File: config.mk
export PLATFORM = sky130hd
export DESIGN_NAME = occ_console
export DESIGN_NICKNAME = d
export VERILOG_FILES = /design/src/design/occ_pkg.sv /design/src/design/occ_console.sv
export SDC_FILE = /design/constraint.sdc
export NUM_CORES = 1
export LEC_CHECK = 0
export ABC_AREA = 1
export BUFFER_PORTS_ARGS = -buffer_cell sky130_fd_sc_hd__buf_2
export CAP_MARGIN = 20
export CELL_PAD_IN_SITES_DETAIL_PLACEMENT = 0
export CELL_PAD_IN_SITES_GLOBAL_PLACEMENT = 1
export CORE_ASPECT_RATIO = 0.8
export CORE_MARGIN = 2
export CORE_UTILIZATION = 44
export CTS_BUF_LIST = sky130_fd_sc_hd__clkbuf_4
export DETAILED_ROUTE_END_ITERATION = 8
export HOLD_SLACK_MARGIN = 0.02
export PLACE_DENSITY_LB_ADDON = 0.08
export SYNTH_ARGS = -nofsm -noshare
export SYNTH_HDL_FRONTEND = slang
export SYNTH_SLANG_ARGS = --single-unit
export TNS_END_PERCENT = 20
File: constraint.sdc
create_clock -name clock -period 5.4 [get_ports clock]
set_clock_uncertainty 0.1 [all_clocks]
set_input_delay 0.54 -clock clock [delete_from_list [all_inputs] [get_ports clock]]
set_output_delay 0.54 -clock clock [all_outputs]
set_load 0.03 [all_outputs]
File: src/design/occ_pkg.sv
package occ_pkg;
    // Avalon register byte offsets
    localparam logic [3:0] OCC_CTRL_OFS = 4'h0;
    localparam logic [3:0] OCC_STAT_OFS = 4'h4;
    localparam logic [3:0] OCC_CHAR_OFS = 4'h8;
    localparam logic [3:0] OCC_CMD_OFS = 4'hc;
    localparam int OCC_CLK_MHZ = 25;
    localparam int OCC_ENTRY_MAX_US = 20;
    localparam int OCC_ENTRY_IDLE_US = 6;
    localparam int OCC_ENTRY_MAX_CYC = OCC_ENTRY_MAX_US * OCC_CLK_MHZ;
    localparam int OCC_ENTRY_IDLE_CYC = OCC_ENTRY_IDLE_US * OCC_CLK_MHZ;
    localparam int OCC_SELFTEST_CYC = 8;
    localparam logic [7:0] OCC_LEVEL_ZERO = 8'h00;
    localparam logic [1:0] OCC_ADDR_BITS_24 = 2'h0;
    localparam logic [6:0] CH_HASH = 7'h23;
    localparam logic [6:0] CH_QUEST = 7'h3f;
    localparam logic [6:0] CH_CR = 7'h0d;
    localparam logic [6:0] CH_ESC = 7'h1b;
    localparam logic [6:0] CH_SLASH = 7'h2f;
    localparam logic [6:0] CH_AT = 7'h40;
    localparam logic [6:0] CH_SPACE = 7'h20;
    localparam logic [6:0] CH_LT = 7'h3c;
    localparam logic [6:0] CH_STAR = 7'h2a;
    localparam logic [6:0] CH_BANG = 7'h21;
    localparam logic [6:0] CH_Z = 7'h5a;
    localparam logic [6:0] CH_AMP = 7'h26;
    localparam logic [6:0] CH_DOLLAR = 7'h24;
    localparam logic [6:0] CH_DOT = 7'h2e;
    localparam logic [6:0] CH_QUOTE = 7'h22;
    localparam logic [3:0] ACT_NONE = 4'h0;
    localparam logic [3:0] ACT_EXAMINE = 4'h1;
    localparam logic [3:0] ACT_DEPOSIT = 4'h2;
    localparam logic [3:0] ACT_DUMP_SEP = 4'h3;
    localparam logic [3:0] ACT_PRINT_LOC = 4'h4;
    localparam logic [3:0] ACT_START = 4'h5;
    localparam logic [3:0] ACT_STEP = 4'h6;
    localparam logic [3:0] ACT_LOAD = 4'h7;
    localparam logic [3:0] ACT_BREAK = 4'h8;
    localparam logic [3:0] ACT_MANUAL = 4'h9;
    localparam logic [3:0] ACT_MEMTEST = 4'ha;
    localparam logic [3:0] ACT_MASTER_CLEAR = 4'hb;
    localparam logic [3:0] ACT_STOP = 4'hc;

    typedef enum {OCC_RUN, OCC_LAMPS, OCC_MC_STEPS, OCC_SELFTEST, OCC_LEVEL0, OCC_STOPPED}
        occ_state_t;

    typedef struct packed {
        logic master_clear;
        logic stop;
        logic load;
        logic operator_comm_mode;
    } occ_buttons_t;

    typedef struct packed {
        logic red;
        logic green;
        logic run;
        logic operator_comm_mode;
    } occ_lamps_t;

    typedef struct packed {
        logic [3:0] action;
        logic [23:0] octal_arg;
        logic [23:0] letters;
        logic [3:0] autoload;
    } occ_cmd_t;
endpackage : occ_pkg

File: src/design/occ_console.sv
module occ_console (
    // Clock and reset
    input wire logic clock,
    input wire logic rst_n,
    // Avalon-MM slave
    input wire logic [3:0] avs_address,
    input wire logic avs_read,
    input wire logic avs_write,
    input wire logic [31:0] avs_writedata,
    output logic [31:0] avs_readdata,
    output logic avs_waitrequest,
    // Panel
    input wire occ_pkg::occ_buttons_t buttons,
    input wire logic key_locked,
    input wire logic power_up,
    input wire logic bus_master_clear_line,
    input wire logic standby_power_ok,
    input wire logic [3:0] autoload_selector,
    output occ_pkg::occ_lamps_t lamps,
    // Terminal receive
    input wire logic rx_valid,
    input wire logic [6:0] rx_char,
    output logic rx_ready,
    // Terminal transmit
    output logic tx_valid,
    output logic [6:0] tx_char,
    input wire logic tx_ready,
    // CPU core side
    output occ_pkg::occ_cmd_t cmd,
    output logic cmd_valid,
    output logic cpu_running,
    output logic term_to_program,
    output logic term_irq_inhibit,
    output logic interrupt_enable_clear,
    output logic paging_enable,
    output logic paging_reset_mode,
    output logic [1:0] examine_mode,
    output logic [7:0] level_change,
    output logic level_change_valid,
    output logic auto_restart,
    output logic term_seven_even,
    output logic selftest_start,
    input wire logic selftest_done,
    input wire logic selftest_pass,
    input wire logic cpu_stop_req,
    input wire logic cpu_start_req
);
    import occ_pkg::*;

    occ_state_t state_reg, state_next;
    occ_lamps_t lamps_reg;
    logic operator_comm_mode_reg;
    logic [23:0] octal_reg;
    logic [23:0] letter_reg;
    logic [6:0] tx_char_reg;
    logic tx_valid_reg;
    logic line_start_reg;
    logic pend_quest_reg;
    logic [9:0] entry_cnt_reg;
    logic [9:0] entry_budget_reg;
    occ_cmd_t cmd_reg;
    logic cmd_valid_reg;
    logic [7:0] level_reg;
    logic level_valid_reg;
    logic ie_clear_reg;
    logic paging_en_reg;
    logic paging_rex_reg;
    logic [1:0] exam_reg;
    logic seven_even_reg;
    logic st_start_reg;
    logic sw_mc_reg;
    logic sw_stop_reg;
    logic restart_reg;
    logic auto_restart_reg;
    logic rd_done_reg;
    logic [31:0] rdata_reg;

    function automatic logic is_octal(input logic [6:0] c);
        return c >= 7'h30 && c <= 7'h37;
    endfunction : is_octal

    function automatic logic is_letter(input logic [6:0] c);
        return c >= 7'h41 && c <= 7'h59;
    endfunction : is_letter

    function automatic logic is_stop_only(input logic [6:0] c);
        return c == CH_BANG || c == CH_Z || c == CH_AMP || c == CH_DOLLAR
            || c == CH_DOT || c == CH_QUOTE || c == CH_HASH;
    endfunction : is_stop_only

    // Panel gating
    wire unlocked = !key_locked;
    wire btn_mc = buttons.master_clear && unlocked;
    wire btn_stop = buttons.stop && unlocked;
    wire btn_load = buttons.load && unlocked;
    wire btn_operator_comm_mode = buttons.operator_comm_mode && unlocked;
    wire stopped = state_reg == OCC_STOPPED;
    wire running = state_reg == OCC_RUN;
    wire in_clear = !running && !stopped;
    wire mc_trigger = btn_mc || sw_mc_reg || power_up || bus_master_clear_line;
    wire console_active = !running || operator_comm_mode_reg;
    wire stop_trigger = (btn_stop || sw_stop_reg || cpu_stop_req) && running;

    // Character classification
    wire ch_take = rx_valid && rx_ready;
    wire ch_octal = is_octal(rx_char);
    wire ch_letter = is_letter(rx_char);
    wire ch_break = rx_char == CH_AT || rx_char == CH_SPACE;
    wire ch_cr = rx_char == CH_CR;
    wire ch_slash = rx_char == CH_SLASH;
    wire ch_lt = rx_char == CH_LT;
    wire ch_star = rx_char == CH_STAR;
    wire ch_esc = rx_char == CH_ESC;
    wire ch_stop_cmd = is_stop_only(rx_char) && stopped;
    wire ch_legal = ch_octal || ch_letter || ch_break || ch_cr || ch_slash || ch_lt
        || ch_star || ch_esc || ch_stop_cmd;
    wire ch_illegal = ch_take && !ch_legal;

    logic [3:0] ch_action;
    always_comb begin
        ch_action = ACT_NONE;
        if (ch_slash) begin
            ch_action = ACT_EXAMINE;
        end else if (ch_cr) begin
            ch_action = ACT_DEPOSIT;
        end else if (ch_lt) begin
            ch_action = ACT_DUMP_SEP;
        end else if (ch_star) begin
            ch_action = ACT_PRINT_LOC;
        end else if (ch_stop_cmd) begin
            unique case (rx_char)
                CH_BANG: ch_action = ACT_START;
                CH_Z: ch_action = ACT_STEP;
                CH_AMP, CH_DOLLAR: ch_action = ACT_LOAD;
                CH_DOT: ch_action = ACT_BREAK;
                CH_QUOTE: ch_action = ACT_MANUAL;
                default: ch_action = ACT_MEMTEST;
            endcase
        end
    end

    // Console sees input only when active and its output slot is free
    // Terminal work is postponed, never waited on
    assign rx_ready = console_active && !tx_valid_reg && !pend_quest_reg && !in_clear;
    wire load_any = btn_load && stopped;
    wire issue = (ch_take && ch_action != ACT_NONE) || load_any;
    wire line_end = ch_take && (ch_cr || ch_slash || ch_break || ch_stop_cmd);
    wire esc_leave = ch_take && ch_esc && running;

    // Master clear and run sequencing
    always_comb begin
        state_next = state_reg;
        unique case (state_reg)
            OCC_RUN: if (stop_trigger) state_next = OCC_STOPPED;
            OCC_LAMPS: state_next = OCC_MC_STEPS;
            OCC_MC_STEPS: state_next = OCC_SELFTEST;
            OCC_SELFTEST: if (selftest_done) state_next = OCC_LEVEL0;
            OCC_LEVEL0: state_next = OCC_STOPPED;
            OCC_STOPPED: begin
                if (cpu_start_req || restart_reg) state_next = OCC_RUN;
            end
        endcase
        if (mc_trigger) state_next = OCC_LAMPS;
    end

    always_ff @(posedge clock or negedge rst_n) begin
        if (!rst_n) begin
            state_reg <= OCC_LAMPS;
        end else begin
            state_reg <= state_next;
        end
    end

    always_ff @(posedge clock or negedge rst_n) begin
        if (!rst_n) begin
            lamps_reg <= '0;
            ie_clear_reg <= 1'b0;
            paging_en_reg <= 1'b0;
            paging_rex_reg <= 1'b0;
            exam_reg <= OCC_ADDR_BITS_24;
            seven_even_reg <= 1'b0;
            st_start_reg <= 1'b0;
            level_reg <= OCC_LEVEL_ZERO;
            level_valid_reg <= 1'b0;
        end else begin
            ie_clear_reg <= 1'b0;
            st_start_reg <= 1'b0;
            level_valid_reg <= 1'b0;
            if (state_next == OCC_LAMPS) begin
                lamps_reg.red <= 1'b1;
                lamps_reg.green <= 1'b1;
            end
            if (state_reg == OCC_MC_STEPS) begin
                lamps_reg.green <= 1'b0;
                ie_clear_reg <= 1'b1;
                paging_en_reg <= 1'b0;
                paging_rex_reg <= 1'b1;
                exam_reg <= OCC_ADDR_BITS_24;
                st_start_reg <= 1'b1;
            end
            if (state_reg == OCC_SELFTEST && selftest_done && selftest_pass) begin
                lamps_reg.green <= 1'b1;
                lamps_reg.red <= 1'b0;
                seven_even_reg <= 1'b1;
            end
            if (state_reg == OCC_LEVEL0) begin
                level_reg <= OCC_LEVEL_ZERO;
                level_valid_reg <= 1'b1;
            end
            lamps_reg.run <= state_next == OCC_RUN;
            lamps_reg.operator_comm_mode <= state_next != OCC_RUN
                || (operator_comm_mode_reg && !esc_leave);
        end
    end

    // Operator communication routing
    always_ff @(posedge clock or negedge rst_n) begin
        if (!rst_n) begin
            operator_comm_mode_reg <= 1'b0;
        end else if (!running || esc_leave) begin
            operator_comm_mode_reg <= 1'b0;
        end else if (btn_operator_comm_mode) begin
            operator_comm_mode_reg <= 1'b1;
        end
    end

    // Line accumulation
    always_ff @(posedge clock or negedge rst_n) begin
        if (!rst_n) begin
            octal_reg <= '0;
            letter_reg <= '0;
        end else if (mc_trigger || ch_illegal || (ch_take && line_end)) begin
            octal_reg <= '0;
            letter_reg <= '0;
        end else if (ch_take && ch_octal) begin
            octal_reg <= {octal_reg[20:0], rx_char[2:0]};
        end else if (ch_take && ch_letter) begin
            letter_reg <= {letter_reg[18:0], 5'(rx_char - 7'h41)};
        end
    end

    // Command out to the core; letters only applied on CR or slash
    always_ff @(posedge clock or negedge rst_n) begin
        if (!rst_n) begin
            cmd_reg <= '0;
            cmd_valid_reg <= 1'b0;
        end else begin
            cmd_valid_reg <= issue;
            if (issue) begin
                cmd_reg.action <= load_any ? ACT_LOAD : ch_action;
                cmd_reg.octal_arg <= octal_reg;
                cmd_reg.letters <= (!load_any && (ch_cr || ch_slash)) ? letter_reg : '0;
                cmd_reg.autoload <= autoload_selector;
            end
        end
    end

    // Terminal output: hash at line start, question mark for illegal
    always_ff @(posedge clock or negedge rst_n) begin
        if (!rst_n) begin
            tx_valid_reg <= 1'b0;
            tx_char_reg <= '0;
            line_start_reg <= 1'b1;
            pend_quest_reg <= 1'b0;
        end else begin
            if (tx_valid_reg && tx_ready) begin
                tx_valid_reg <= 1'b0;
            end
            if (ch_illegal) begin
                pend_quest_reg <= 1'b1;
            end
            if (!tx_valid_reg && console_active && !in_clear) begin
                if (line_start_reg) begin
                    tx_char_reg <= CH_HASH;
                    tx_valid_reg <= 1'b1;
                    line_start_reg <= 1'b0;
                end else if (pend_quest_reg) begin
                    tx_char_reg <= CH_QUEST;
                    tx_valid_reg <= 1'b1;
                    pend_quest_reg <= 1'b0;
                    line_start_reg <= 1'b1;
                end
            end
            if (ch_take && (ch_cr || ch_break)) begin
                line_start_reg <= 1'b1;
            end
        end
    end

    // Entry time budget: each console visit is counted, restarting at the budget; no output uses the count
    wire [9:0] budget_now = (rx_valid || tx_valid_reg || pend_quest_reg)
        ? 10'(OCC_ENTRY_MAX_CYC) : 10'(OCC_ENTRY_IDLE_CYC);
    always_ff @(posedge clock or negedge rst_n) begin
        if (!rst_n) begin
            entry_cnt_reg <= '0;
            entry_budget_reg <= 10'(OCC_ENTRY_IDLE_CYC);
        end else if (!console_active || entry_cnt_reg >= entry_budget_reg) begin
            entry_cnt_reg <= '0;
            entry_budget_reg <= budget_now;
        end else begin
            entry_cnt_reg <= entry_cnt_reg + 10'h001;
        end
    end

    // Auto restart after power up, locked key only
    always_ff @(posedge clock or negedge rst_n) begin
        if (!rst_n) begin
            auto_restart_reg <= 1'b0;
            restart_reg <= 1'b0;
        end else begin
            if (power_up) begin
                auto_restart_reg <= key_locked && standby_power_ok;
            end
            restart_reg <= 1'b0;
            if (state_reg == OCC_LEVEL0 && auto_restart_reg && key_locked) begin
                restart_reg <= 1'b1;
                auto_restart_reg <= 1'b0;
            end
        end
    end

    // Avalon-MM slave: one wait cycle on reads, writes immediate
    wire wr_ctrl = avs_write && avs_address == OCC_CTRL_OFS;
    assign avs_waitrequest = avs_read && !rd_done_reg;
    always_ff @(posedge clock or negedge rst_n) begin
        if (!rst_n) begin
            sw_mc_reg <= 1'b0;
            sw_stop_reg <= 1'b0;
            rd_done_reg <= 1'b0;
            rdata_reg <= '0;
        end else begin
            sw_mc_reg <= wr_ctrl && avs_writedata[0];
            sw_stop_reg <= wr_ctrl && avs_writedata[1];
            rd_done_reg <= avs_read && !rd_done_reg;
            unique case (avs_address)
                OCC_STAT_OFS: rdata_reg <= {24'h000000, lamps_reg, 1'b0,
                    operator_comm_mode_reg, running, stopped};
                OCC_CHAR_OFS: rdata_reg <= {25'h0000000, tx_char_reg};
                OCC_CMD_OFS: rdata_reg <= {28'h0000000, cmd_reg.action};
                default: rdata_reg <= '0;
            endcase
        end
    end

    assign avs_readdata = rdata_reg;
    assign lamps = lamps_reg;
    assign tx_valid = tx_valid_reg;
    assign tx_char = tx_char_reg;
    assign cmd = cmd_reg;
    assign cmd_valid = cmd_valid_reg;
    assign cpu_running = running;
    assign term_to_program = running && !operator_comm_mode_reg;
    assign term_irq_inhibit = operator_comm_mode_reg;
    assign interrupt_enable_clear = ie_clear_reg;
    assign paging_enable = paging_en_reg;
    assign paging_reset_mode = paging_rex_reg;
    assign examine_mode = exam_reg;
    assign level_change = level_reg;
    assign level_change_valid = level_valid_reg;
    assign auto_restart = restart_reg;
    assign term_seven_even = seven_even_reg;
    assign selftest_start = st_start_reg;
endmodule : occ_console

# Yosys cells after proc, flatten, opt, wreduce, memory -nomap -nowiden
# Index checks and enable logic that the tools add are counted.
dict set report word_totals {
  register_bits 193
  latchBits 0
  ram_bits 0
  rom_bits 0
  in_bits 65
  wordCells 199
  n_memories 0
}
dict set report classes {
  addsub 1
  n_mul 0
  div 0
  magnitude_cmp 4
  n_eq_ne 28
  shifts 0
  muxes 43
  n_bitwise 0
  reduce_logical 96
}
# operator n
set op_table {}
lappend op_table {{$pmux W32 S6} 1}
lappend op_table {{$mux W24} 6}
lappend op_table {{$eq A32 B3 Y1 const B} 4}
lappend op_table {{$mux W32} 4}
lappend op_table {{$eq A32 B2 Y1 const B} 3}
lappend op_table {{$logic_not A32 Y1} 3}
lappend op_table {{$eq A7 B6 Y1 const B} 10}
lappend op_table {{$eq A32 B4 Y1 const B} 2}
lappend op_table {{$logic_and A1 B1 Y1} 37}
lappend op_table {{$eq A32 B1 Y1 const B} 1}
lappend op_table {{$reduce_bool A32 Y1} 1}
lappend op_table {{$logic_or A1 B1 Y1} 31}
lappend op_table {{$mux W4} 6}
lappend op_table {{$pmux W8 S3} 1}
lappend op_table {{$mux W1} 20}
lappend op_table {{$pmux W4 S5} 1}
lappend op_table {{$eq A7 B7 Y1 const B} 2}
lappend op_table {{$mux W7} 2}
lappend op_table {{$reduce_bool A2 Y1} 7}
lappend op_table {{$logic_not A1 Y1} 11}
lappend op_table {{$eq A4 B4 Y1 const B} 2}
lappend op_table {{$eq A7 B4 Y1 const B} 1}
lappend op_table {{$eq A7 B5 Y1 const B} 1}
lappend op_table {{$ge A7 B6 Y1 const B} 1}
lappend op_table {{other kinds (12)} 14}

# Depth between registers and ports, before layout
# Gate-level depths: netlist (run 1).
dict set report depth {
  word_depth 16
  mapped_depth 18
  mapped_depth_nobuf 16
}

# Worst setup path before layout (run 1)
# OpenSTA, ideal clock, no wires.
dict set report synth_path {
  path_kind {register to register}
  from {register state_reg[27]}
  to {register octal_reg[10]}
  setup_ns 0.116
  arrival_time_ns 2.462
  required_ns 5.184
  path_slack_ns 2.721
  path_stages_with_launch 16
  synth_period_minus_slack_ns 2.679
  cell_sequence {dfrtp_1 -> nor2_1 -> nand2_1 -> nor2_2 -> nand2_2 -> nor2_4 -> inv_2 -> nand2_2 -> nand3_2 -> nor2_1 -> nand3_1 -> nand3_4 -> nor2_4 -> buf_2 -> nand2_1 -> nand2_1}
}
dict set report synth_via {
  elab_chain_len 11
  elab_cells_between_ends 23
  cone_classes {1 x eq/ne; 1 x mux; 21 x reduce/logical}
}
# item line
set synth_lines {}
lappend synth_lines {{start, declared} occ_console.sv:50} ;# occ_state_t state_reg, state_next;
lappend synth_lines {{start signal, assigned} occ_console.sv:170} ;# state_reg <= state_next;
lappend synth_lines {{$logic_not A32 Y1 *} occ_console.sv:98} ;# wire running = state_reg == OCC_RUN;
lappend synth_lines {{net cpu_running} occ_console.sv:31} ;# output logic cpu_running,
lappend synth_lines {{$logic_not A1 Y1 *} {occ_console.sv:99, occ_console.sv:101}}
lappend synth_lines {{$logic_or A1 B1 Y1} occ_console.sv:101} ;# wire console_active = !running || operator_comm_mode_reg;
lappend synth_lines {{$logic_and A1 B1 Y1 (2 in a row)} occ_console.sv:144} ;# assign rx_ready = console_active && !tx_valid_reg && !pend_quest_reg && !in_clear;
lappend synth_lines {{$logic_and A1 B1 Y1 *} occ_console.sv:144}
lappend synth_lines {{net rx_ready} occ_console.sv:23} ;# output logic rx_ready,
lappend synth_lines {{$logic_and A1 B1 Y1 *} occ_console.sv:105} ;# wire ch_take = rx_valid && rx_ready;
lappend synth_lines {{$logic_and A1 B1 Y1 (on tied branches)} {occ_console.sv:117, occ_console.sv:147}}
lappend synth_lines {{$logic_or A1 B1 Y1 or $logic_and A1 B1 Y1 (tied branches)} occ_console.sv:232} ;# end else if (mc_trigger || ch_illegal || (ch_take && line_end)) begin
lappend synth_lines {{$logic_or A1 B1 Y1} occ_console.sv:232}
lappend synth_lines {{$mux W24 or $reduce_bool A2 Y1 (tied branches)} n/a}
lappend synth_lines {{end signal, assigned} occ_console.sv:236} ;# octal_reg <= {octal_reg[20:0], rx_char[2:0]};
lappend synth_lines {{end, declared} occ_console.sv:53} ;# logic [23:0] octal_reg;
# Mark *: on every way through the listed nets, which the timed path passes. The rest lies on a longest branch.
# A chain may end at the register's enable or synchronous reset.

# Worst setup path after layout (run 1)
dict set report layout_path {
  from {register state_reg[0]}
  to {output port rx_ready}
}
dict set report layout_via {
  elab_chain_len 6
  elab_cells_between_ends 10
  cone_classes {1 x eq/ne; 9 x reduce/logical}
}
# item line
set layout_lines {}
lappend layout_lines {{$logic_not A32 Y1} occ_console.sv:98}
lappend layout_lines {{$logic_not A1 Y1} {occ_console.sv:99, occ_console.sv:101}}
lappend layout_lines {{$logic_or A1 B1 Y1} occ_console.sv:101}
lappend layout_lines {{$logic_and A1 B1 Y1 (2 in a row)} occ_console.sv:144}
lappend layout_lines {{$logic_and A1 B1 Y1 *} occ_console.sv:144}
lappend layout_lines {{end, declared} occ_console.sv:23}
# Mark *: on every way between the ends. The rest lies on a longest branch, timed or not.

==> results of run 1 <==
==> cells by family after synthesis <==
family          synth area share [%]
compound gates                  6.84
other cells                   0.0494
buf+inv                         11.4
flops                           54.1
xor+xnor                       0.231
simple gates                    26.6
fa+ha+maj                      0.824
==> final timing paths <==
check,start,endpoint,slack [ns],cells past startpoint
setup / recovery,state_reg[0],rx_ready,2.24,11
hold / removal,autoload_selector[2],cmd[2],0.08,3
setup reg to reg,state_reg[0],letter_reg[5],2.38,13
hold reg to reg,rd_done_reg,rd_done_reg,0.31,1
max in group asynchronous,rst_n,cmd[12],3.64,3
min in group asynchronous,rst_n,cmd[39],0.30,2
==> synthesized netlist by cell type, drive strengths merged <==
cell / n
a31oi: 1
nor3: 12
xnor2: 1
nor4: 2
clkbuf: 10
buf: 60
a22oi: 1
xor2: 1
nand4: 7
nand3b: 2
nand2: 303
o21ai: 68
dfstp: 2
o211ai: 3
inv: 97
nand3: 29
a211o: 1
nor2: 129
o21bai: 1
a21oi: 9
o22ai: 1
or2: 2
conb: 1
ha: 5
a41oi: 6
dfrtp: 162
==> routing by layer <==
layer  vias up  share of wire, %  routed length [um]  GRT usage [%]
li1       2986                 -                   -              -
met1      2689                52                8490           28.0
met2       119                42                6820           25.4
met3        10               5.3                 859           4.81
met4         4              0.75                 122           4.38
met5         -              0.13                  21              0
==> area by class of cell <==
type | count | area, um2
fillers | 1733 | 8200
flip-flops and latches | 164 | 4110
multi-input cells | 620 | 2770
repair buffers | 128 | 669
inverters | 97 | 364
well taps | 220 | 275
clock inverters | 15 | 201
clock buffers | 17 | 128
diodes | 1 | 2.50
==> power by group through the flow <==
stage | clock, mW | sequential (mW) | combinational (mW)
after detailed placement | 0 | 1.31 | 0.297
after CTS | 0.848 | 1.29 | 0.300
after global placement | 0 | 1.31 | 0.298
after floorplan | 0 | 1.34 | 0.194
after global routing | 0.891 | 1.29 | 0.328
final | 0.816 | 1.29 | 0.297
==> per-stage QoR <==
| stage | power [mW] | utilization (%) | setup slack, ns |
|---|---|---|---|
| 2_1_floorplan | 1.54 | - | 2.72 |
| 3_3_place_gp | 1.61 | 48.8 | 2.11 |
| 3_5_place_dp | 1.61 | 48.8 | 2.08 |
| 4_1_cts | 2.44 | 50.9 | 2.20 |
| 5_1_grt | 2.51 | 50.9 | 2.03 |
| 6_report | 2.40 | 50.9 | 2.24 |
==> what timing repair did <==
action	in CTS	in global routing
setup buffers	0	0
resized for setup	0	0
endpoints found under the hold margin	29	0
hold buffers	2	0
==> worst min-delay path, stage by stage <==
cell	delay, ns
buf_2	0.08
nand2_1	0.04
nand2_1	0.05
==> metrics.md, run 1 <==
| Metric | Value |
|---|---|
| Syn Inst Count | 916 |
| DIE HEIGHT | 122 um |
| Clk_lat worst skew | 0.55 ns |
| Actual slew at the worst max-slew pin | 0.976 ns |
| Lkg Pwr | 4.66 nW |
| CP top delay family | simple AND/OR/NAND/NOR gates |
| Arrival time at the worst endpoint | 2.52 ns |
| Synth warn | 0 |
| CTS H-Tree Depth | 4 |
| Switching Fraction | 29.0% |
| Row Count | 42 |
| Initial antenna violation count | 3 |
| TritonCTS clock tree | yes |
| Gpl congestion | 0.824 |
| Core Area | 16,700 um2 |
| DRC viols | 0 |
| Post-Syn Area | 7590 um2 |
| RSZ-0062 raised after global routing | no |
| Final setup vio count | 0 |
| CP max-delay cell | dfstp_2 |
| P&R area growth vs syn | 12.1% |
| Final Max Tran Viols | 0 |
| Worst setup SP type | flop |
| Crit. End Element | output pin |
| Sink Count | 164 |
| Global route overflow | 0 |
| Fin cells | 1,262 |
| Dpl cells | 1,227 |
| Fmax | 316 MHz |
| Logic pwr share | 12.4% |
| CP required | 4.76 ns |
| Final period util | 58.5% |
| Synth area leader | dfrtp_1 |
| Final setup TNS | 0 ns |
| Pwr dens | 282 nW/um2 |
| Largest register FFs | 56 |
| Initial drt markers | 376 |
| Clk root buf | clkbuf_4 |
| IO buf count | 121 |
| Run status | finished, final reports clean |
| Die Wd | 151 um |
| Max-slew headroom | 34.9% |
| Peak supply drop | 0.152 mV |
| Top cells by area, synth | dfrtp_1 (53%), nand2_1 (15%), nor2_1 (5.8%), inv_1 (4.4%), buf_4 (4.1%) |
| Sequential-to-total area share from yosys stat | 54.1% |
| Final hold violations | 0 |
| Share of cells above drive strength 1 | 18.7% |
| Dpl hpwl | 11.2 mm |
| Clk network pwr share | 34.0% |
| Min Tclk post-route | 3.16 ns |
| Critical path's largest stage delay | 0.60 ns |
| Hold Crit Class | in -> reg |
| Vias post-DR | 5,808 |
| Top-area cell type share of the netlist area | 53.4% |
| Final instance area | 8510 um2 |
| First-pass GRT wire length | 26.2 mm |
| Maximum clock insertion buffer count | 2 |
| Final ANT Viol Nets | 0 |
| Critical Path, Cell by Cell | inv_2 -> nor2_1 -> nand2_1 -> nor2_1 -> nand2_1 -> nor2_4 -> inv_2 -> nand2_2 -> nand3_2 -> nor2_1 -> buf_2 |
| Starting Density | 45.4% |
| Final net count | 1,098 |
| Total GRT Usage | 18.2% |
| Clock transition at path regs | 0.14 ns |
| First-pass DRT Iterations | 4 |
| Commonest non-fill, non-tap cell in the layout | nand2_1 |
| Hold_ws | 0.0814 ns |
| Sequential power share | 53.6% |
| Vias in the first global route | 5,135 |
| Crit path max fanout | 6 |
| Switch Pwr | 696 uW |
| Yosys reg bits | 164 |
| Synth cell types | 38 |
| Pin count of the biggest net entering global routing | 85 |
| Final wirelength | 16.3 mm |
| Most frequent CP cell | nor2_1 |
| Die ar. | 18,300 um2 |
| Max cap viols | 0 |
| Int Pwr | 1.71 mW |
| Most frequent cells in the layout | nand2_1 (299), dfrtp_1 (162), buf_2 (120) |
| Post-DP Area | 8160 um2 |
| I/O pin cnt | 188 |
| Drt via density | 4.60 |
| CP Buf/Inv Count | 3 |
| Avg Cell Area, Syn | 8.29 um2 |
| TritonCTS Buffers | 17 |
| WS Path Type | reg -> out |
| DR WL/cell | 12.9 um |
No activity file was read; power rests on OpenSTA's default activity.
==> inputs of run 2 (changes only) <==
ABC_AREA = 0   (was 1)
CORE_UTILIZATION = 38   (was 44)
clock period = 2.6 ns   (was 5.4 ns; I/O delays follow)
==> run 2 against run 1 <==
Against the previous run: the flow now finishes with violations (negative setup slack); sequential power grew 110%; clock-buffer cell count grew 1; core utilization shrank 1.3 points; clock power grew 76%; cell area grew 10%; area after synthesis shrank 3.6%; critical endpoint unchanged; largest cell class unchanged; largest power group unchanged.
==> metrics.md, run 2 <==
| Metric | Value |
|---|---|
| Row Count | 45 (was 42) |
| Dpl cells | 1,094 (was 1,227) |
| Starting Density | 38.7% (was 45.4%) |
| Commonest non-fill, non-tap cell in the layout | dfrtp_1 (was nand2_1) |
| Clk root buf | clkbuf_4 (unchanged) |
| N_diodes | 0 (was 1) |
| Most frequent cells in the layout | dfrtp_1 (161), buf_2 (117), nand2_1 (111) (was nand2_1 (299), dfrtp_1 (162), buf_2 (120)) |
| Pin count of the biggest net entering global routing | 60 (was 85) |
| FF-to-FF Start | state_reg[4] (was state_reg[0]) |
| Reg-to-Reg End | cmd[7] (was letter_reg[5]) |
| Vias in the first global route | 5,707 (was 5,135) |
| R2r worst-path depth | 9 (was 13) |
| Peak supply drop | 0.261 mV (was 0.152 mV) |
| Run status | finished, violations left (was finished, final reports clean) |
| Max-slew headroom | 57.6% (was 34.9%) |
| Crit path max fanout | 3 (was 6) |
| Max cap viols | 0 (unchanged) |
| WS Path Type | reg -> out (unchanged) |
| CP required | 2.24 ns (was 4.76 ns) |
| Worst setup SP type | flop (unchanged) |
| Async SR Flop Fraction | 100% (unchanged) |
| CTS H-Tree Depth | 4 (unchanged) |
| Arrival time at the worst endpoint | 2.51 ns (was 2.52 ns) |
| P&R area growth vs syn | 28.4% (was 12.1%) |
| Syn Inst Count | 684 (was 916) |
| Final instance area | 9400 um2 (was 8510 um2) |
| DRC viols | 0 (unchanged) |
| Fin cells | 1,161 (was 1,262) |
| Sequential-to-total area share from yosys stat | 56.1% (was 54.1%) |
| Hold Crit Class | in -> async (was in -> reg) |
| DIE HEIGHT | 128 um (was 122 um) |
| Final period util | 110% |
| Final setup vio count | 82 (was 0) |
| Clock transition at path regs | 0.14 ns (about the same) |
| Clk_lat worst skew | 0.58 ns (was 0.55 ns) |
| Avg Cell Area, Syn | 10.7 um2 (was 8.29 um2) |
| Crit. End Element | output pin (unchanged) |
| Synth cell types | 68 (was 38) |
| Synth warn | 0 (unchanged) |
| Violated checks | negative setup slack |
| Critical Path End | rx_ready (unchanged) |
| Main synth FF type | dfrtp_1 (unchanged) |
| Final setup TNS | -8.63 ns (was 0 ns) |
| Fmax | 348 MHz |
| Maximum clock insertion buffer count | 2 (unchanged) |
| Top cells by area, synth | dfrtp_1 (55%), nand2_1 (5.8%), buf_4 (4.8%), a21oi_1 (4.4%), a22o_1 (3.0%) (was dfrtp_1 (53%), nand2_1 (15%), nor2_1 (5.8%), inv_1 (4.4%), buf_4 (4.1%)) |
| Gpl congestion | 0.825 (was 0.824) |
| Total GRT Usage | 18.2% (about the same) |
| Drt via density | 4.93 (was 4.60) |
| Die ar. | 20,400 um2 (was 18,300 um2) |
| Top-count cell post-synth | dfrtp_1 (was nand2_1) |
| Number of flops mapped to enable cells by yosys | 0 (unchanged) |
| Top-area cell type share of the netlist area | 55.4% (was 53.4%) |
| Final ANT Viol Nets | 0 (unchanged) |
| Crit path from | state_reg[4] (was state_reg[0]) |
| TritonCTS Buffers | 17 (unchanged) |
| Final Max Tran Viols | 0 (unchanged) |
| Post-DP Area | 8620 um2 (was 8160 um2) |
| IO buf count | 121 (unchanged) |
| Post-Syn Area | 7320 um2 (was 7590 um2) |
| Min Tclk post-route | 2.87 ns |
| R2R Setup Slk | -0.20 ns (was 2.38 ns) |
| Global route overflow | 0 (unchanged) |
| Final net count | 960 (was 1,098) |
| TritonCTS clock tree | yes (unchanged) |
| Die Wd | 159 um (was 151 um) |
| Lkg Pwr | 4.64 nW (was 4.66 nW) |
| Post-synth top cells | dfrtp_1 (162), nand2_1 (114), a21oi_1 (65) (was nand2_1 (299), dfrtp_1 (162), nor2_1 (117)) |
| Vias post-DR | 5,718 (was 5,808) |
| Share of cells above drive strength 1 | 33.0% (was 18.7%) |
| Core Area | 18,900 um2 (was 16,700 um2) |
| I/O pin cnt | 188 (unchanged) |
| Yosys reg bits | 164 (unchanged) |
| Setup ws final | -0.271 ns (was 2.24 ns) |
| First-pass GRT wire length | 29.6 mm (was 26.2 mm) |
| Initial antenna violation count | 0 (was 3) |
| Initial drt markers | 406 (was 376) |
| Final hold violations | 0 (unchanged) |
| First-pass DRT Iterations | 4 (unchanged) |
| Final wirelength | 17.8 mm (was 16.3 mm) |
| DR WL/cell | 15.3 um (was 12.9 um) |
| Sink Count | 164 (unchanged) |
| Pwr dens | 511 nW/um2 (was 282 nW/um2) |
| Dpl hpwl | 12.1 mm (was 11.2 mm) |
| Actual slew at the worst max-slew pin | 0.630 ns (was 0.976 ns) |
| RSZ-0062 raised after global routing | yes (was no) |
| Synth area leader | dfrtp_1 (unchanged) |
| Largest register FFs | 56 (unchanged) |
-- run 2: cell types whose count changed in the layout (fill, tap and decap cells not counted), sizes merged, moves of 17 or more --
| cell | delta |
|---|---|
| buf | +76 |
| and2 | +33 |
| nand3 | -19 |
| inv | -81 |
| mux2 | +28 |
| nor4 | +17 |
| a21oi | +56 |
| a22o | +25 |
| dlygate4sd3 | +25 |
| nand2 | -189 |
| nor2 | -106 |
| o21ai | -60 |
-- run 2: power breakdown --
part	switching, mW	leakage [nW]	internal, mW
registers	0.0521	2.24	2.61
clock network	0.943	0.147	0.495
logic	0.472	2.26	0.234
total	1.47	4.64	3.34
-- run 2: layout make-up --
class	instances	area, um2
fill	1759	9520
sequential	164	4110
multi-input combinational	463	2970
timing repair buffer	229	1670
tap	258	323
clock buffer	18	135
clock inverter	14	125
inverter	15	61.3
-- run 2: per-layer routing --
metal  share of wire [%]  track usage (%)  up-vias
met3                 5.4             3.98       17
met5                   0                0        -
met1                  50             26.9     2807
li1                    -                -     2744
met2                  44             26.7      150
met4                 1.1             5.78        0
-- run 2: cell families (layout without fill, tap and decap cells) --
logic type / Yosys count / count (layout) / share of synthesized area [%]
DFF: 164 / 164 / 56.1
and+or+nand+nor: 256 / 256 / 18.0
xor gates and xnor gates: 4 / 4 / 0.479
buffers and inverters: 92 / 276 / 7.66
adders and majority gates: 5 / 5 / 0.855
muxes: 32 / 32 / 4.86
other: 1 / 36 / 0.0512
AOI/OAI and AO/OA: 130 / 130 / 12.0
-- run 2: through the flow --
| step | util, % | total power, mW | worst slack (ns) | hold slack, ns |
|---|---|---|---|---|
| 2_1_floorplan | - | 3.18 | -0.0119 | -0.136 |
| 5_1_grt | 49.7 | 5.05 | -0.445 | 0.0818 |
| 3_3_place_gp | 45.5 | 3.36 | -0.303 | 0.162 |
| 6_report | 49.7 | 4.81 | -0.271 | 0.0916 |
| 3_5_place_dp | 45.5 | 3.37 | -0.428 | 0.172 |
| 4_1_cts | 49.2 | 4.87 | -0.265 | 0.0655 |
-- run 2: worst min path at each step --
stage	from	end	slack [ns]	cells past startpoint
detailed placement	rst_n	state_reg[6]	0.17	1
floorplan	rst_n	auto_restart	-0.14	0
global placement	rst_n	state_reg[7]	0.16	1
finish	rst_n	state_reg[6]	0.09	2
CTS	avs_address[1]	avs_readdata[5]	0.07	4
global route	rx_char[2]	octal_reg[2]	0.08	4
-- run 2: what timing repair did --
| item | 4_1_cts | 5_1_grt |
|---|---|---|
| pin swaps | 7 | 2 |
| hold buffers | 27 | 0 |
| endpoints found under the setup margin | 107 | 110 |
| resized for setup | 29 | 19 |
| buffers inserted | 6 | 2 |
| endpoints found under the hold margin | 187 | 0 |
-- run 2: critical path, stage by stage (launching register included) --
cell	delay, ns
dfrtp_1	0.43
nor4_4	0.36
buf_4	0.17
and4b_2	0.25
buf_6	0.12
nand4_1	0.16
buf_4	0.20
nor2_4	0.09
buf_6	0.14
==> inputs of run 3 (changes only) <==
CORE_UTILIZATION = 42   (was 38)
clock period = 3 ns   (was 2.6 ns; I/O delays follow)
==> run 3 against run 2 <==
Against the previous run: the flow now finishes without violations; final cell count fell by 5.9%; non-clock buffer count fell by 35; combinational power fell by 20%; register-to-register slack improved by 0.36 ns; clock-buffer cell count fell by 1; critical path depth fell by 2.
==> metrics.md, run 3 (synthesis results as in run 2) <==
| Metric | Value |
|---|---|
| IO buf count | 121 (unchanged) |
| Die ar. | 18,500 um2 (was 20,400 um2) |
| TritonCTS clock tree | yes (unchanged) |
| Most Crowded Layer GR | met2 (was met1) |
| M2 GR Usage | 28.3% (was 26.7%) |
| CTS H-Tree Depth | 4 (unchanged) |
| Drt via density | 5.08 (was 4.93) |
| Sink Count | 164 (unchanged) |
| Row Count | 43 (was 45) |
| Fin util | 51.5% (was 49.7%) |
| Final net count | 925 (was 960) |
| Actual slew at the worst max-slew pin | 0.830 ns (was 0.630 ns) |
| Lkg Pwr | 4.42 nW (was 4.64 nW) |
| Global route overflow | 0 (unchanged) |
| CP Buf/Inv Count | 2 (was 4) |
| Largest register FFs | 56 (unchanged) |
| Vias post-DR | 5,548 (was 5,718) |
| Met1 global-route usage | 28.2% (was 26.9%) |
| Final Max Tran Viols | 0 (unchanged) |
| Fmax | 345 MHz |
| Most frequent cells in the layout | dfrtp_1 (162), buf_2 (119), nand2_1 (112) (was dfrtp_1 (161), buf_2 (117), nand2_1 (111)) |
| First-pass GRT wire length | 27.7 mm (was 29.6 mm) |
| Clock transition at path regs | 0.14 ns (about the same) |
| Maximum clock insertion buffer count | 2 (unchanged) |
| CP top delay family | simple AND/OR/NAND/NOR gates (unchanged) |
| Hold Crit Class | in -> reg (was in -> async) |
| Share of cells above drive strength 1 | 27.0% (was 33.0%) |
| Setup ws final | 0.104 ns (was -0.271 ns) |
| TritonCTS Buffers | 17 (unchanged) |
| Critical Path, Cell by Cell | nor4_1 -> and4_2 -> nand4_1 -> buf_4 -> nor2_1 -> buf_2 (was nor4_4 -> buf_4 -> and4b_2 -> buf_6 -> nand4_1 -> buf_4 -> nor2_4 -> buf_6) |
| WS Path Type | reg -> out (unchanged) |
| Final period util | 96.5% |
| Initial drt markers | 338 (was 406) |
| Crit. End Element | output pin (unchanged) |
| N_diodes | 0 (unchanged) |
| DIE HEIGHT | 122 um (was 128 um) |
| Pwr dens | 453 nW/um2 (was 511 nW/um2) |
| Post-CTS setup repair buffer count | 0 (was 6) |
| CP required | 2.60 ns (was 2.24 ns) |
| Core Area | 17,200 um2 (was 18,900 um2) |
| Max cap viols | 0 (unchanged) |
| Pin count of the biggest net entering global routing | 75 (was 60) |
| First-pass DRT Iterations | 4 (unchanged) |
| Dpl hpwl | 11.8 mm (was 12.1 mm) |
| Initial antenna violation count | 0 (unchanged) |
| Peak supply drop | 0.222 mV (was 0.261 mV) |
| Fin cells | 1,093 (was 1,161) |
| Clk_lat worst skew | 0.56 ns (was 0.58 ns) |
| Worst setup SP type | flop (unchanged) |
| Min Tclk post-route | 2.90 ns |
| Die Wd | 152 um (was 159 um) |
| Arrival time at the worst endpoint | 2.50 ns (was 2.51 ns) |
| Dpl cells | 1,030 (was 1,094) |
| Final wirelength | 17.0 mm (was 17.8 mm) |
| DR WL/cell | 15.6 um (was 15.3 um) |
| RSZ-0062 raised after global routing | yes (unchanged) |
| Max-slew headroom | 44.5% (was 57.6%) |
| Final setup vio count | 0 (was 82) |
| Vias in the first global route | 5,424 (was 5,707) |
| CP max-delay cell | dfrtp_1 (unchanged) |
| Total GRT Usage | 19.1% (was 18.2%) |
| DRC viols | 0 (unchanged) |
| Final hold violations | 0 (unchanged) |
| Crit path max fanout | 5 (was 3) |
| I/O pin cnt | 188 (unchanged) |
| Worst slack at placement | -0.0776 ns (was -0.428 ns) |
| Final ANT Viol Nets | 0 (unchanged) |
| P&R area growth vs syn | 21.2% (was 28.4%) |
| Run status | finished, final reports clean (was finished, violations left) |
| Starting Density | 42.5% (was 38.7%) |
| Commonest non-fill, non-tap cell in the layout | dfrtp_1 (unchanged) |
| Critical path's largest stage delay | 0.40 ns (was 0.43 ns) |
| GRT met3 Usage | 4.16% (was 3.98%) |
| Gpl congestion | 0.839 (was 0.825) |
| Clk root buf | clkbuf_4 (unchanged) |
[run 3: changes by cell type in the layout (fill, tap and decap cells not counted), moves of 4 or more]
| cell | previous run | this run |
|---|---|---|
| buf_4 | 63 | 35 |
| a21oi_1 | 58 | 65 |
| dlygate4sd3_1 | 27 | 31 |
| a21oi_2 | 7 | 0 |
| buf_6 | 11 | 1 |
[run 3: worst paths after layout]
path	from	end	slack [ns]	depth (start not counted)
max	state_reg[11]	rx_ready	0.10	6
max in group asynchronous	rst_n	cmd[6]	1.81	3
min	rx_char[3]	letter_reg[3]	0.12	4
min reg2reg	rd_done_reg	rd_done_reg	0.31	1
max reg2reg	state_reg[11]	cmd[20]	0.16	7
min in group asynchronous	rst_n	avs_readdata[6]	0.19	2
[run 3: worst register-to-register path, cell delays in order (launching register included)]
cell	delay [ns]
dfrtp_1	0.40
nor4_1	0.40
and4_2	0.36
nand4_1	0.18
a2111oi_1	0.71
and2_1	0.29
buf_12	0.18
a22o_1	0.16
[run 3: repair_timing]
| item | in CTS | in global routing |
|---|---|---|
| endpoints found under the setup margin | 3 | 27 |
| resized for setup | 6 | 5 |
| hold buffers | 31 | 0 |
| hold endpoints to repair | 97 | 0 |
[run 3: where the power goes]
part,internal [mW],switching (mW)
sequential,2.26,0.0468
clock,0.332,0.811
combinational,0.175,0.391
[run 3: final cells by class]
cell class / count / area, um2
clock buffer: 17 / 128
sequential: 164 / 4110
fill: 1600 / 8350
multi-input combinational: 463 / 2850
inverter: 15 / 56.3
clock inverter: 15 / 105
tap: 225 / 282
timing repair buffer: 194 / 1340
[run 3: per-layer routing]
| metal | share of wire, % | vias to the layer above | wire [um] |
|---|---|---|---|
| li1 | - | 2657 | - |
| met1 | 50 | 2745 | 8500 |
| met2 | 45 | 132 | 7620 |
| met3 | 4.3 | 14 | 728 |
| met4 | 0.96 | 0 | 164 |
| met5 | 0 | - | 0 |
[run 3: per-stage QoR]
stage / power (mW) / area, um2 / hold slack, ns / setup TNS, ns
6_report: 4.02 / 8870 / 0.121 / 0
5_1_grt: 4.21 / 8870 / 0.134 / -1.02
4_1_cts: 4.07 / 8840 / 0.0662 / 0
3_5_place_dp: 2.89 / 8280 / 0.257 / -1.51
3_3_place_gp: 2.88 / 8280 / 0.257 / -0.883
2_1_floorplan: 2.75 / 7450 / -0.0956 / 0
